<file path="src/design/uts_pkg.sv">
// Package for the transfer status FIFO: register offsets, fields, resets.
// Assumes a 32-bit AHB-Lite slave with word-aligned registers.
package uts_pkg;
    localparam logic [7:0]  UTS_OFF_STATUS   = 8'h00;
    localparam logic [7:0]  UTS_OFF_IRQ_FLAG = 8'h04;
    localparam logic [7:0]  UTS_OFF_IRQ_MASK = 8'h08;
    localparam logic [7:0]  UTS_OFF_LEVEL    = 8'h0C;
    localparam int          UTS_ENDP_LSB     = 4;
    localparam int          UTS_DIR_BIT      = 3;
    localparam int          UTS_PPB_BIT      = 2;
    localparam int          UTS_DEPTH        = 4;
    localparam int          UTS_AW           = 2;
    localparam int          UTS_ENTRY_W      = 6;
    localparam int          UTS_IRQ_W        = 2;
    localparam int          UTS_IRQ_TRN      = 0;
    localparam int          UTS_IRQ_OVF      = 1;
    localparam logic [1:0]  UTS_MASK_RST     = 2'h0;
    localparam logic [1:0]  UTS_FLAG_RST     = 2'h0;
    localparam logic [1:0]  UTS_HTRANS_NSEQ  = 2'h2;
    localparam logic [2:0]  UTS_LEVEL_RST    = 3'h0;
endpackage

</file>
<file path="src/design/uts_entry_mem.sv">
// Small entry memory holding queued transfer status words.
// Assumes one write port and one registered read port on i_clk.
`timescale 1ns/1ns
module uts_entry_mem
    import uts_pkg::*;
(
    // Clock and reset
    input  wire logic                   i_clk,
    input  wire logic                   i_sys_rst,
    // Write port
    input  wire logic                   i_wr_en,
    input  wire logic [UTS_AW-1:0]      i_wr_addr,
    input  wire logic [UTS_ENTRY_W-1:0] i_wr_data,
    // Read port
    input  wire logic [UTS_AW-1:0]      i_rd_addr,
    output logic      [UTS_ENTRY_W-1:0] o_rd_data
);
    logic [UTS_ENTRY_W-1:0] mem_ff [UTS_DEPTH];

    always_ff @(posedge i_clk)
    begin
        if (i_wr_en)
        begin
            mem_ff[i_wr_addr] <= i_wr_data;
        end
    end

    // Read data are registered; a fresh write shows up one cycle later.
    always_ff @(posedge i_clk)
    begin
        if (i_sys_rst)
        begin
            o_rd_data <= '0;
        end
        else
        begin
            o_rd_data <= mem_ff[i_rd_addr];
        end
    end
endmodule

</file>
<file path="src/design/uts_status_fifo.sv">
// Transfer completion status FIFO with an AHB-Lite register slave.
// Assumes completion events are one-cycle pulses on i_clk from the engine.
`timescale 1ns/1ns
// Notes on behaviour
// - Status bits 7:4 show the endpoint number of the head entry.
// - Status bit 3 is one for a transmit and zero for a receive.
// - Status bit 2 is one for the odd bank and zero for the even bank.
// - Status bits 31:8 and 1:0 always read as zero.
// - Entries queue in a four-deep FIFO whose head is the status register.
// - Clearing the completion flag pops the head entry.
module uts_status_fifo
    import uts_pkg::*;
(
    // Clock and reset
    input  wire logic        i_clk,
    input  wire logic        i_sys_rst,
    // AHB-Lite slave
    input  wire logic        i_hsel,
    input  wire logic [7:0]  i_haddr,
    input  wire logic [1:0]  i_htrans,
    input  wire logic        i_hwrite,
    input  wire logic [2:0]  i_hsize,
    input  wire logic [31:0] i_hwdata,
    input  wire logic        i_hready,
    output logic      [31:0] o_hrdata,
    output logic             o_hreadyout,
    output logic             o_hresp,
    // Transfer engine completion events
    input  wire logic        i_xfer_done,
    input  wire logic [3:0]  i_xfer_endpoint,
    input  wire logic        i_xfer_tx,
    input  wire logic        i_xfer_odd_bank,
    // Interrupt
    output logic             o_irq
);
    // Queue state, bus phase state and decoded strobes.
    logic [UTS_AW-1:0]      wr_ptr_ff;
    logic [UTS_AW-1:0]      rd_ptr_ff;
    logic [2:0]             level_ff;
    logic [UTS_IRQ_W-1:0]   flag_ff;
    logic [UTS_IRQ_W-1:0]   mask_ff;
    logic                   ph_wr_ff;
    logic                   ph_rd_ff;
    logic [7:0]             ph_addr_ff;
    logic [UTS_ENTRY_W-1:0] head_data;
    logic                   push;
    logic                   pop;
    logic                   full;
    logic                   ap_valid;
    logic                   trn_clr;
    logic [UTS_IRQ_W-1:0]   nxt_flag;
    logic [UTS_AW-1:0]      rd_addr;

    // Next slot of a circular queue pointer; it wraps after the last entry.
    function automatic logic [UTS_AW-1:0] ptr_inc
    (
        input logic [UTS_AW-1:0] ptr
    );
        return UTS_AW'(ptr + 1'b1);
    endfunction

    // High in the data phase of a write to the register at the given offset.
    function automatic logic reg_wr_hit
    (
        input logic       wr,
        input logic [7:0] addr,
        input logic [7:0] offset
    );
        return wr && (addr == offset);
    endfunction

    // A completion that finds all four slots taken is dropped and only
    // raises the overflow flag; the queued entries are left untouched.
    assign full     = (level_ff == 3'(UTS_DEPTH));
    assign ap_valid = i_hsel && i_hready && (i_htrans == UTS_HTRANS_NSEQ);
    assign trn_clr  = reg_wr_hit(ph_wr_ff, ph_addr_ff, UTS_OFF_IRQ_FLAG)
                      && i_hwdata[UTS_IRQ_TRN];
    assign push     = i_xfer_done && !full;
    assign pop      = trn_clr && flag_ff[UTS_IRQ_TRN]
                      && (level_ff != 3'h0);
    // Read the next head early so the data are ready as the pointer moves.
    assign rd_addr  = pop ? ptr_inc(rd_ptr_ff) : rd_ptr_ff;

    // An entry packs endpoint, direction and bank in status field order.
    // A push into an empty queue reaches the head register two cycles
    // later, so a status read must wait for the completion flag first.
    uts_entry_mem uts_entry_mem_inst
    (
        .i_clk     (i_clk),
        .i_sys_rst (i_sys_rst),
        .i_wr_en   (push),
        .i_wr_addr (wr_ptr_ff),
        .i_wr_data ({i_xfer_endpoint, i_xfer_tx, i_xfer_odd_bank}),
        .i_rd_addr (rd_addr),
        .o_rd_data (head_data)
    );

    // FIFO pointers and fill level. A push and a pop in one cycle move both
    // pointers and leave the level unchanged.
    always_ff @(posedge i_clk)
    begin
        if (i_sys_rst)
        begin
            wr_ptr_ff <= '0;
            rd_ptr_ff <= '0;
            level_ff  <= UTS_LEVEL_RST;
        end
        else
        begin
            if (push)
            begin
                wr_ptr_ff <= ptr_inc(wr_ptr_ff);
            end
            if (pop)
            begin
                rd_ptr_ff <= ptr_inc(rd_ptr_ff);
            end
            level_ff <= 3'(level_ff + {2'h0, push} - {2'h0, pop});
        end
    end

    // The completion flag reflects a non-empty FIFO; a new push wins over
    // a clear, and a clear with more entries queued leaves it set.
    always_comb
    begin
        nxt_flag = flag_ff;
        // Writing a one clears that flag bit; writing a zero leaves it.
        // An overflow stays set until software writes a one to its bit.
        if (reg_wr_hit(ph_wr_ff, ph_addr_ff, UTS_OFF_IRQ_FLAG))
        begin
            nxt_flag = flag_ff & ~i_hwdata[UTS_IRQ_W-1:0];
        end
        if (pop && (level_ff > 3'h1))
        begin
            nxt_flag[UTS_IRQ_TRN] = 1'b1;
        end
        if (i_xfer_done)
        begin
            nxt_flag[UTS_IRQ_TRN] = 1'b1;
        end
        if (i_xfer_done && full)
        begin
            nxt_flag[UTS_IRQ_OVF] = 1'b1;
        end
    end

    always_ff @(posedge i_clk)
    begin
        if (i_sys_rst)
        begin
            flag_ff <= UTS_FLAG_RST;
        end
        else
        begin
            flag_ff <= nxt_flag;
        end
    end

    // Mask register and interrupt output.
    always_ff @(posedge i_clk)
    begin
        if (i_sys_rst)
        begin
            mask_ff <= UTS_MASK_RST;
        end
        else if (reg_wr_hit(ph_wr_ff, ph_addr_ff, UTS_OFF_IRQ_MASK))
        begin
            mask_ff <= i_hwdata[UTS_IRQ_W-1:0];
        end
    end

    // The interrupt is a plain level: any unmasked flag holds it high.
    assign o_irq = |(flag_ff & mask_ff);

    // Address phase capture; every access completes with no wait state.
    // The address is taken every cycle; the phase strobes qualify it.
    always_ff @(posedge i_clk)
    begin
        if (i_sys_rst)
        begin
            ph_wr_ff   <= 1'b0;
            ph_rd_ff   <= 1'b0;
            ph_addr_ff <= '0;
        end
        else
        begin
            ph_wr_ff   <= ap_valid && i_hwrite;
            ph_rd_ff   <= ap_valid && !i_hwrite;
            ph_addr_ff <= i_haddr;
        end
    end

    // Every access finishes at once with an OKAY response.
    assign o_hreadyout = 1'b1;
    assign o_hresp     = 1'b0;

    // Read data mux, combinational over registered state in the data phase.
    // Unmapped offsets read as zero, and a read of an empty queue shows a
    // stale or unwritten entry that software must ignore.
    always_comb
    begin
        o_hrdata = 32'h0000_0000;
        if (ph_rd_ff)
        begin
            case (ph_addr_ff)
                UTS_OFF_STATUS:
                begin
                    // Bits outside the three fields keep the zero above.
                    o_hrdata[UTS_ENDP_LSB+3:UTS_ENDP_LSB] =
                        head_data[5:2];
                    o_hrdata[UTS_DIR_BIT] = head_data[1];
                    o_hrdata[UTS_PPB_BIT] = head_data[0];
                end
                UTS_OFF_IRQ_FLAG: o_hrdata[UTS_IRQ_W-1:0] = flag_ff;
                UTS_OFF_IRQ_MASK: o_hrdata[UTS_IRQ_W-1:0] = mask_ff;
                UTS_OFF_LEVEL:    o_hrdata[2:0] = level_ff;
                default:          o_hrdata = 32'h0000_0000;
            endcase
        end
    end
endmodule

</file>
<file path="config.mk">
export PLATFORM = sky130hd
export DESIGN_NAME = uts_status_fifo
export DESIGN_NICKNAME = d
export VERILOG_FILES = /design/src/design/uts_pkg.sv /design/src/design/uts_entry_mem.sv /design/src/design/uts_status_fifo.sv
export SDC_FILE = /design/constraint.sdc
export NUM_CORES = 1
export LEC_CHECK = 0
export BUFFER_PORTS_ARGS = -buffer_cell sky130_fd_sc_hd__buf_2
export CORE_MARGIN = 3
export CORE_UTILIZATION = 51
export CTS_BUF_LIST = sky130_fd_sc_hd__clkbuf_2 sky130_fd_sc_hd__clkbuf_4 sky130_fd_sc_hd__clkbuf_8
export DETAILED_ROUTE_END_ITERATION = 8
export HOLD_SLACK_MARGIN = 0.08
export PLACE_DENSITY = 0.82
export SLEW_MARGIN = 20
export SYNTH_ARGS = -nofsm -noshare
export SYNTH_HDL_FRONTEND = slang
export SYNTH_SLANG_ARGS = --single-unit
</file>
<file path="constraint.sdc">
create_clock -name i_clk -period 2.5 [get_ports i_clk]
set_input_delay 0.375 -clock i_clk [delete_from_list [all_inputs] [get_ports i_clk]]
set_output_delay 0.375 -clock i_clk [all_outputs]
set_load 0.02 [all_outputs]
</file>
# Word level (Yosys, flattened, before mapping)
# Memories as Yosys holds them, arrays and structs flattened. A register that Yosys moved wholly into a read port is not among the register bits.
# Cells that the tools add are included.
# totals
ramBits	24
wordCells	53
reg_bits	21
mem_count	1
# mem_list
memory	words	word_bits	rd	rd_clocked_by_memory_dff	wr	line	source
uts_entry_mem_inst.mem_ff	4	6	1	1	1	uts_entry_mem.sv:18	logic [UTS_ENTRY_W-1:0] mem_ff [UTS_DEPTH];
# classes
n_bitwise	3
order_cmp	1
n_reduce_logical	19
mux	11
n_addsub	4
eq_ne	5
# op_table
op	count
equality test 8 x 4 -> 1 bit (second input constant)	2
logical AND 1 bit	12
equality test 8 x 3 -> 1 bit (second input constant)	1
logical NOT 8 bit	1
2-to-1 mux 8 bit	1
one-hot mux 2 bit (3 select lines)	1
nonzero test 3 bit	2
2-to-1 mux 1 bit	5
2-to-1 mux 5 bit	1
adder 2 x 1 -> 2 bit (second input constant)	2
bitwise AND 2 bit	2
2-to-1 mux 2 bit	2
adder 3 x 1 -> 3 bit	1
equality test 3 bit (second input constant)	1
> comparator 3 x 1 -> 1 bit (second input constant)	1
subtractor 3 x 1 -> 3 bit	1
equality test 2 bit (second input constant)	1
logical NOT 1 bit	2
NOT 2 bit	1
one-hot mux 1 bit (2 select lines)	1
nonzero test 2 bit	1
OR reduction 2 bit	1

# Depth between registers and ports, before layout
# logic_depth
depth_word	8
mapped_depth	10
ltp_nobuf	8

# Modules after synthesis
# From an unflattened synthesis, not the netlist that was laid out.
# unflattened
hier_cells	189
area_unflattened_um2	2260.9
# by_module_without_submodules
mod	cells_each	instances	area_each_um2
uts_status_fifo	132	1	1204.9
uts_entry_mem	57	1	1056.0

# Worst setup path after synthesis
# Ideal clock, no wire load.
# synth_timing
path_kind	register -> register
start	register ph_addr_ff[5]
end	register level_ff[1]
stages_incl_launch_ff	9
setup_ns	0.128
setup_slack_ns	0.434
arrival_ns	1.938
cell_sequence	dfxtp_1 nor4_4 and4_4 buf_6 nand2b_1 nand2_1 ha_1 fa_1 nor2b_1
# synth_via
elab_chain_cells	6
# synth_rtl
element	line	source
from (decl)	uts_status_fifo.sv:44	logic [7:0] ph_addr_ff;
from (signal assigned)	uts_status_fifo.sv:189	ph_addr_ff <= i_haddr;
equality test 8 x 3 -> 1 bit	uts_status_fifo.sv:69	return wr && (addr == offset);
logical AND 1 bit	uts_status_fifo.sv:69	
logical AND 1 bit	uts_status_fifo.sv:77	&& i_hwdata[UTS_IRQ_TRN];
logical AND 1 bit	uts_status_fifo.sv:79	assign pop = trn_clr && flag_ff[UTS_IRQ_TRN]
logical AND 1 bit	uts_status_fifo.sv:80	&& (level_ff != 3'h0);
subtractor 3 x 1 -> 3 bit	uts_status_fifo.sv:118	level_ff <= 3'(level_ff + {2'h0, push} - {2'h0, pop});
to (signal assigned)	uts_status_fifo.sv:118	
to (decl)	uts_status_fifo.sv:39	logic [2:0] level_ff;
# No other way between the ends.
# A chain may end at the register's enable or synchronous reset.

# Worst setup path in the final report
# layout_timing
start	register ph_addr_ff[6]
end	output port o_hrdata[7]
# layout_via
elab_chain_cells	3
# layout_rtl
element	line	source
logical NOT 8 bit	uts_status_fifo.sv:205	case (ph_addr_ff)
2-to-1 mux 5 bit	uts_status_fifo.sv:205	
2-to-1 mux 8 bit	uts_status_fifo.sv:203	if (ph_rd_ff)
to (decl)	uts_status_fifo.sv:25	output logic [31:0] o_hrdata,
# No other way between the ends.

==> flow_metrics.env <==
export IMPL_dp_hpwl_mm=3.14
export IMPL_dr_first_iter_drc_count=97
export IMPL_worst_ep_arrival_time_ns=1.85
export IMPL_worst_setup_path_start_kind="flop"
export IMPL_totalWireLength_mm=4.27
export IMPL_cts_sinks=51
export IMPL_fin_crit_ns=2.22
export IMPL_root_buffer="clkbuf_8"
export IMPL_drv_slew=0
export IMPL_ff_latch_area_um2=1260
export IMPL_synth_distinct_cells=41
export IMPL_dp_slack_ns=0.430
export IMPL_critPathKind="reg -> out"
export IMPL_fillerInstances=360
export IMPL_final_common_cell="buf_2"
export IMPL_ys_top_cells_by_area="edfxtp_1 (29%), dfxtp_1 (22%), mux2i_1 (11%)"
export IMPL_fin_setup_tns_ns=0
export IMPL_synth_top_area_share_pct=28.7
export IMPL_reg2reg_slack_ns=0.48
export IMPL_grt_remaining_overflow=0
export IMPL_cts_tree="done"
export IMPL_cts_made_buffers=5
export IMPL_fmax_mhz=450
export IMPL_end_kind="primary output"
export IMPL_num_rows=24
export IMPL_period_share_pct=88.9
export IMPL_ant_nets=0
export IMPL_n_antenna_cell=0
export IMPL_cts_htree_levels=2
export IMPL_r2r_cells=8
export IMPL_drt_pass1_iter_count=4
export IMPL_final_cell_mix="buf_2 (32), mux2i_1 (27), dfxtp_1 (27)"
export IMPL_vias=1607
export IMPL_netlist_area_um2=2510
export IMPL_clock_latency_ns=0.31
export IMPL_hold_end="ph_rd_ff"
export IMPL_finClkSkew_ns=0.00841
export IMPL_setup_viol=0
export IMPL_cp_max_fo=6
export IMPL_nets=325
export IMPL_r2r_start="level_ff[0]"
export IMPL_ys_warn_count=0
export IMPL_avgRoutedWirePerCell_um=13.1
export IMPL_grt_max_degree=23
export IMPL_hp_class="in -> reg"
export IMPL_syn_avg_cell_area_um2=11.1
export IMPL_peakVddDrop_v=0.000413
export IMPL_grt_pass1_vias=1484
export IMPL_status="finished clean"
export IMPL_synth_top_cell_by_area="edfxtp_1"
export IMPL_p_per_area_nw_per_um2=648
export IMPL_cap_viol_max_count=0
export IMPL_die_h_um=76.1
export IMPL_ios=92
export IMPL_clockBufferDepth=2
export IMPL_drc=0
export IMPL_multi_input_area_um2=1080
export IMPL_setup_ws_ns=0.278
export IMPL_area_delta_synth_final_pct=9.43
export IMPL_p_leak_nw=1.08
export IMPL_ys_seq_area_share_pct=50.3
export IMPL_hold_depth=2
export IMPL_rr_endpoint="level_ff[2]"
export IMPL_viasPerCell=4.93
export IMPL_min_from="i_hwrite"
export IMPL_syn_inst=225
export IMPL_finalHoldViolCount=0
export IMPL_initial_utilization_pct=55.3
export IMPL_track_usage_pct=15.0
export IMPL_gp_congestion=0.811
export IMPL_grt_pass1_wl_mm=6.90
export IMPL_worstPathRequired_ns=2.12
export IMPL_port_buffers=32
export IMPL_antenna_found_initial=0
export IMPL_dieArea_um2=5790
export IMPL_grt_setup_unrepaired="no"
export IMPL_path_clk_slew_ns=0.09
export IMPL_die_w_um=76.1
export IMPL_cts_hold_buf=0
export IMPL_final_layout_size_suffix_gt1_share_pct=20.7
export IMPL_core_um2=4530
export IMPL_ys_seq_elements=51
[registers in the layout (all words and copies together) (netlist names)]
register	cells
uts_entry_mem_inst.mem_ff	24
ph_addr_ff	8
uts_entry_mem_inst.o_rd_data	6
level_ff	3
flag_ff	2
mask_ff	2
rd_ptr_ff	2
wr_ptr_ff	2
ph_rd_ff	1
ph_wr_ff	1
[where the power goes]
| part | leakage [nW] | switching, W | internal (W) | total [W] |
|---|---|---|---|---|
| registers | 0.443 | 0.0000516 | 0.000957 | 0.00101 |
| logic | 0.586 | 0.000163 | 0.000111 | 0.000274 |
| clock network | 0.0491 | 0.000288 | 0.000206 | 0.000494 |
| total | 1.08 | 0.000502 | 0.00127 | 0.00178 |
[critical path, stage by stage (launching register included)]
cell,delay (ns)
dfxtp_1,0.34
nor4_4,0.25
buf_4,0.19
nand3_1,0.15
nor3_1,0.17
buf_4,0.15
and2_1,0.12
buf_2,0.16
[logic make-up (layout without fill, tap and decap cells)]
kind of cell	Yosys count	after routing	share of synthesized area, %
DFF	51	51	50.3
other	2	26	0.300
xor gates and xnor gates	2	2	0.699
buffers and inverters	40	52	10.3
adders and majority gates	8	8	4.29
muxes	29	29	11.7
and+or+nand+nor	75	75	17.4
AOI/OAI and AO/OA	18	18	5.09
[synth_stat cells]
cell and number:
dfxtp_1 27, mux2i_1 27, buf_4 26, edfxtp_1 24, nor2_1 24, nor2b_1 11, and2_1 9, ha_1 7
nand2_1 7, or3_1 7, inv_1 6, a21oi_1 5, clkbuf_1 5, o311ai_0 4, a22oi_1 3, conb_1 2
mux2_2 2, nand2b_1 2, nand3_1 2, nand4_1 2, o21ai_0 2, o311ai_1 2, a22o_1 1, a32oi_1 1
and3_1 1, and4_4 1, and4b_1 1, buf_2 1, buf_6 1, clkbuf_2 1, fa_1 1, nand4_2 1
nand4b_1 1, nor3_1 1, nor3b_2 1, nor4_4 1, nor4bb_1 1, or2_2 1, or3_4 1, xnor2_1 1
xor2_1 1
[per-stage QoR]
stage                     utilization, %  hold WS, ns  instances  total power [W]  cell area, um^2
after floorplan                        -        0.447        249          0.00125             2600
after global placement              58.3        0.463        317          0.00127             2640
after detailed placement            58.3        0.480        317          0.00130             2640
after CTS                           60.3        0.223        325          0.00178             2740
after global routing                60.5        0.220        326          0.00186             2740
final                               60.5        0.228        326          0.00178             2740
[worst max-delay path by stage]
stage	start	endpoint	slack [ns]	cells past startpoint
final	ph_addr_ff[6]	o_hrdata[7]	0.28	7
after global routing	ph_addr_ff[6]	o_hrdata[7]	0.12	7
after CTS	ph_addr_ff[5]	o_hrdata[7]	0.13	6
after detailed placement	ph_addr_ff[5]	level_ff[1]	0.43	7
after global placement	ph_addr_ff[5]	o_hrdata[3]	0.46	6
after floorplan	ph_addr_ff[5]	level_ff[1]	0.43	8
[layout make-up]
cell class	instances	share of cell area [%]
inverters	6	0.821
clock inverters	3	0.958
flip-flops and latches	51	46.0
multi-input cells	158	39.3
clock buffers	5	2.51
repair buffers	38	7.48
well taps	65	2.96
[what timing repair did]
item,4_1_cts,5_1_grt
resized for setup,0,0
endpoints found under the setup margin,0,5
buffers inserted,0,1
[per-layer routing]
layer	part of all wire [%]	global-route usage (%)
met5	0	0
met2	48	26.2
met3	7.2	4.73
met4	1.7	5.98
met1	43	17.1
Note: power is estimated with default switching activity, not from simulation.
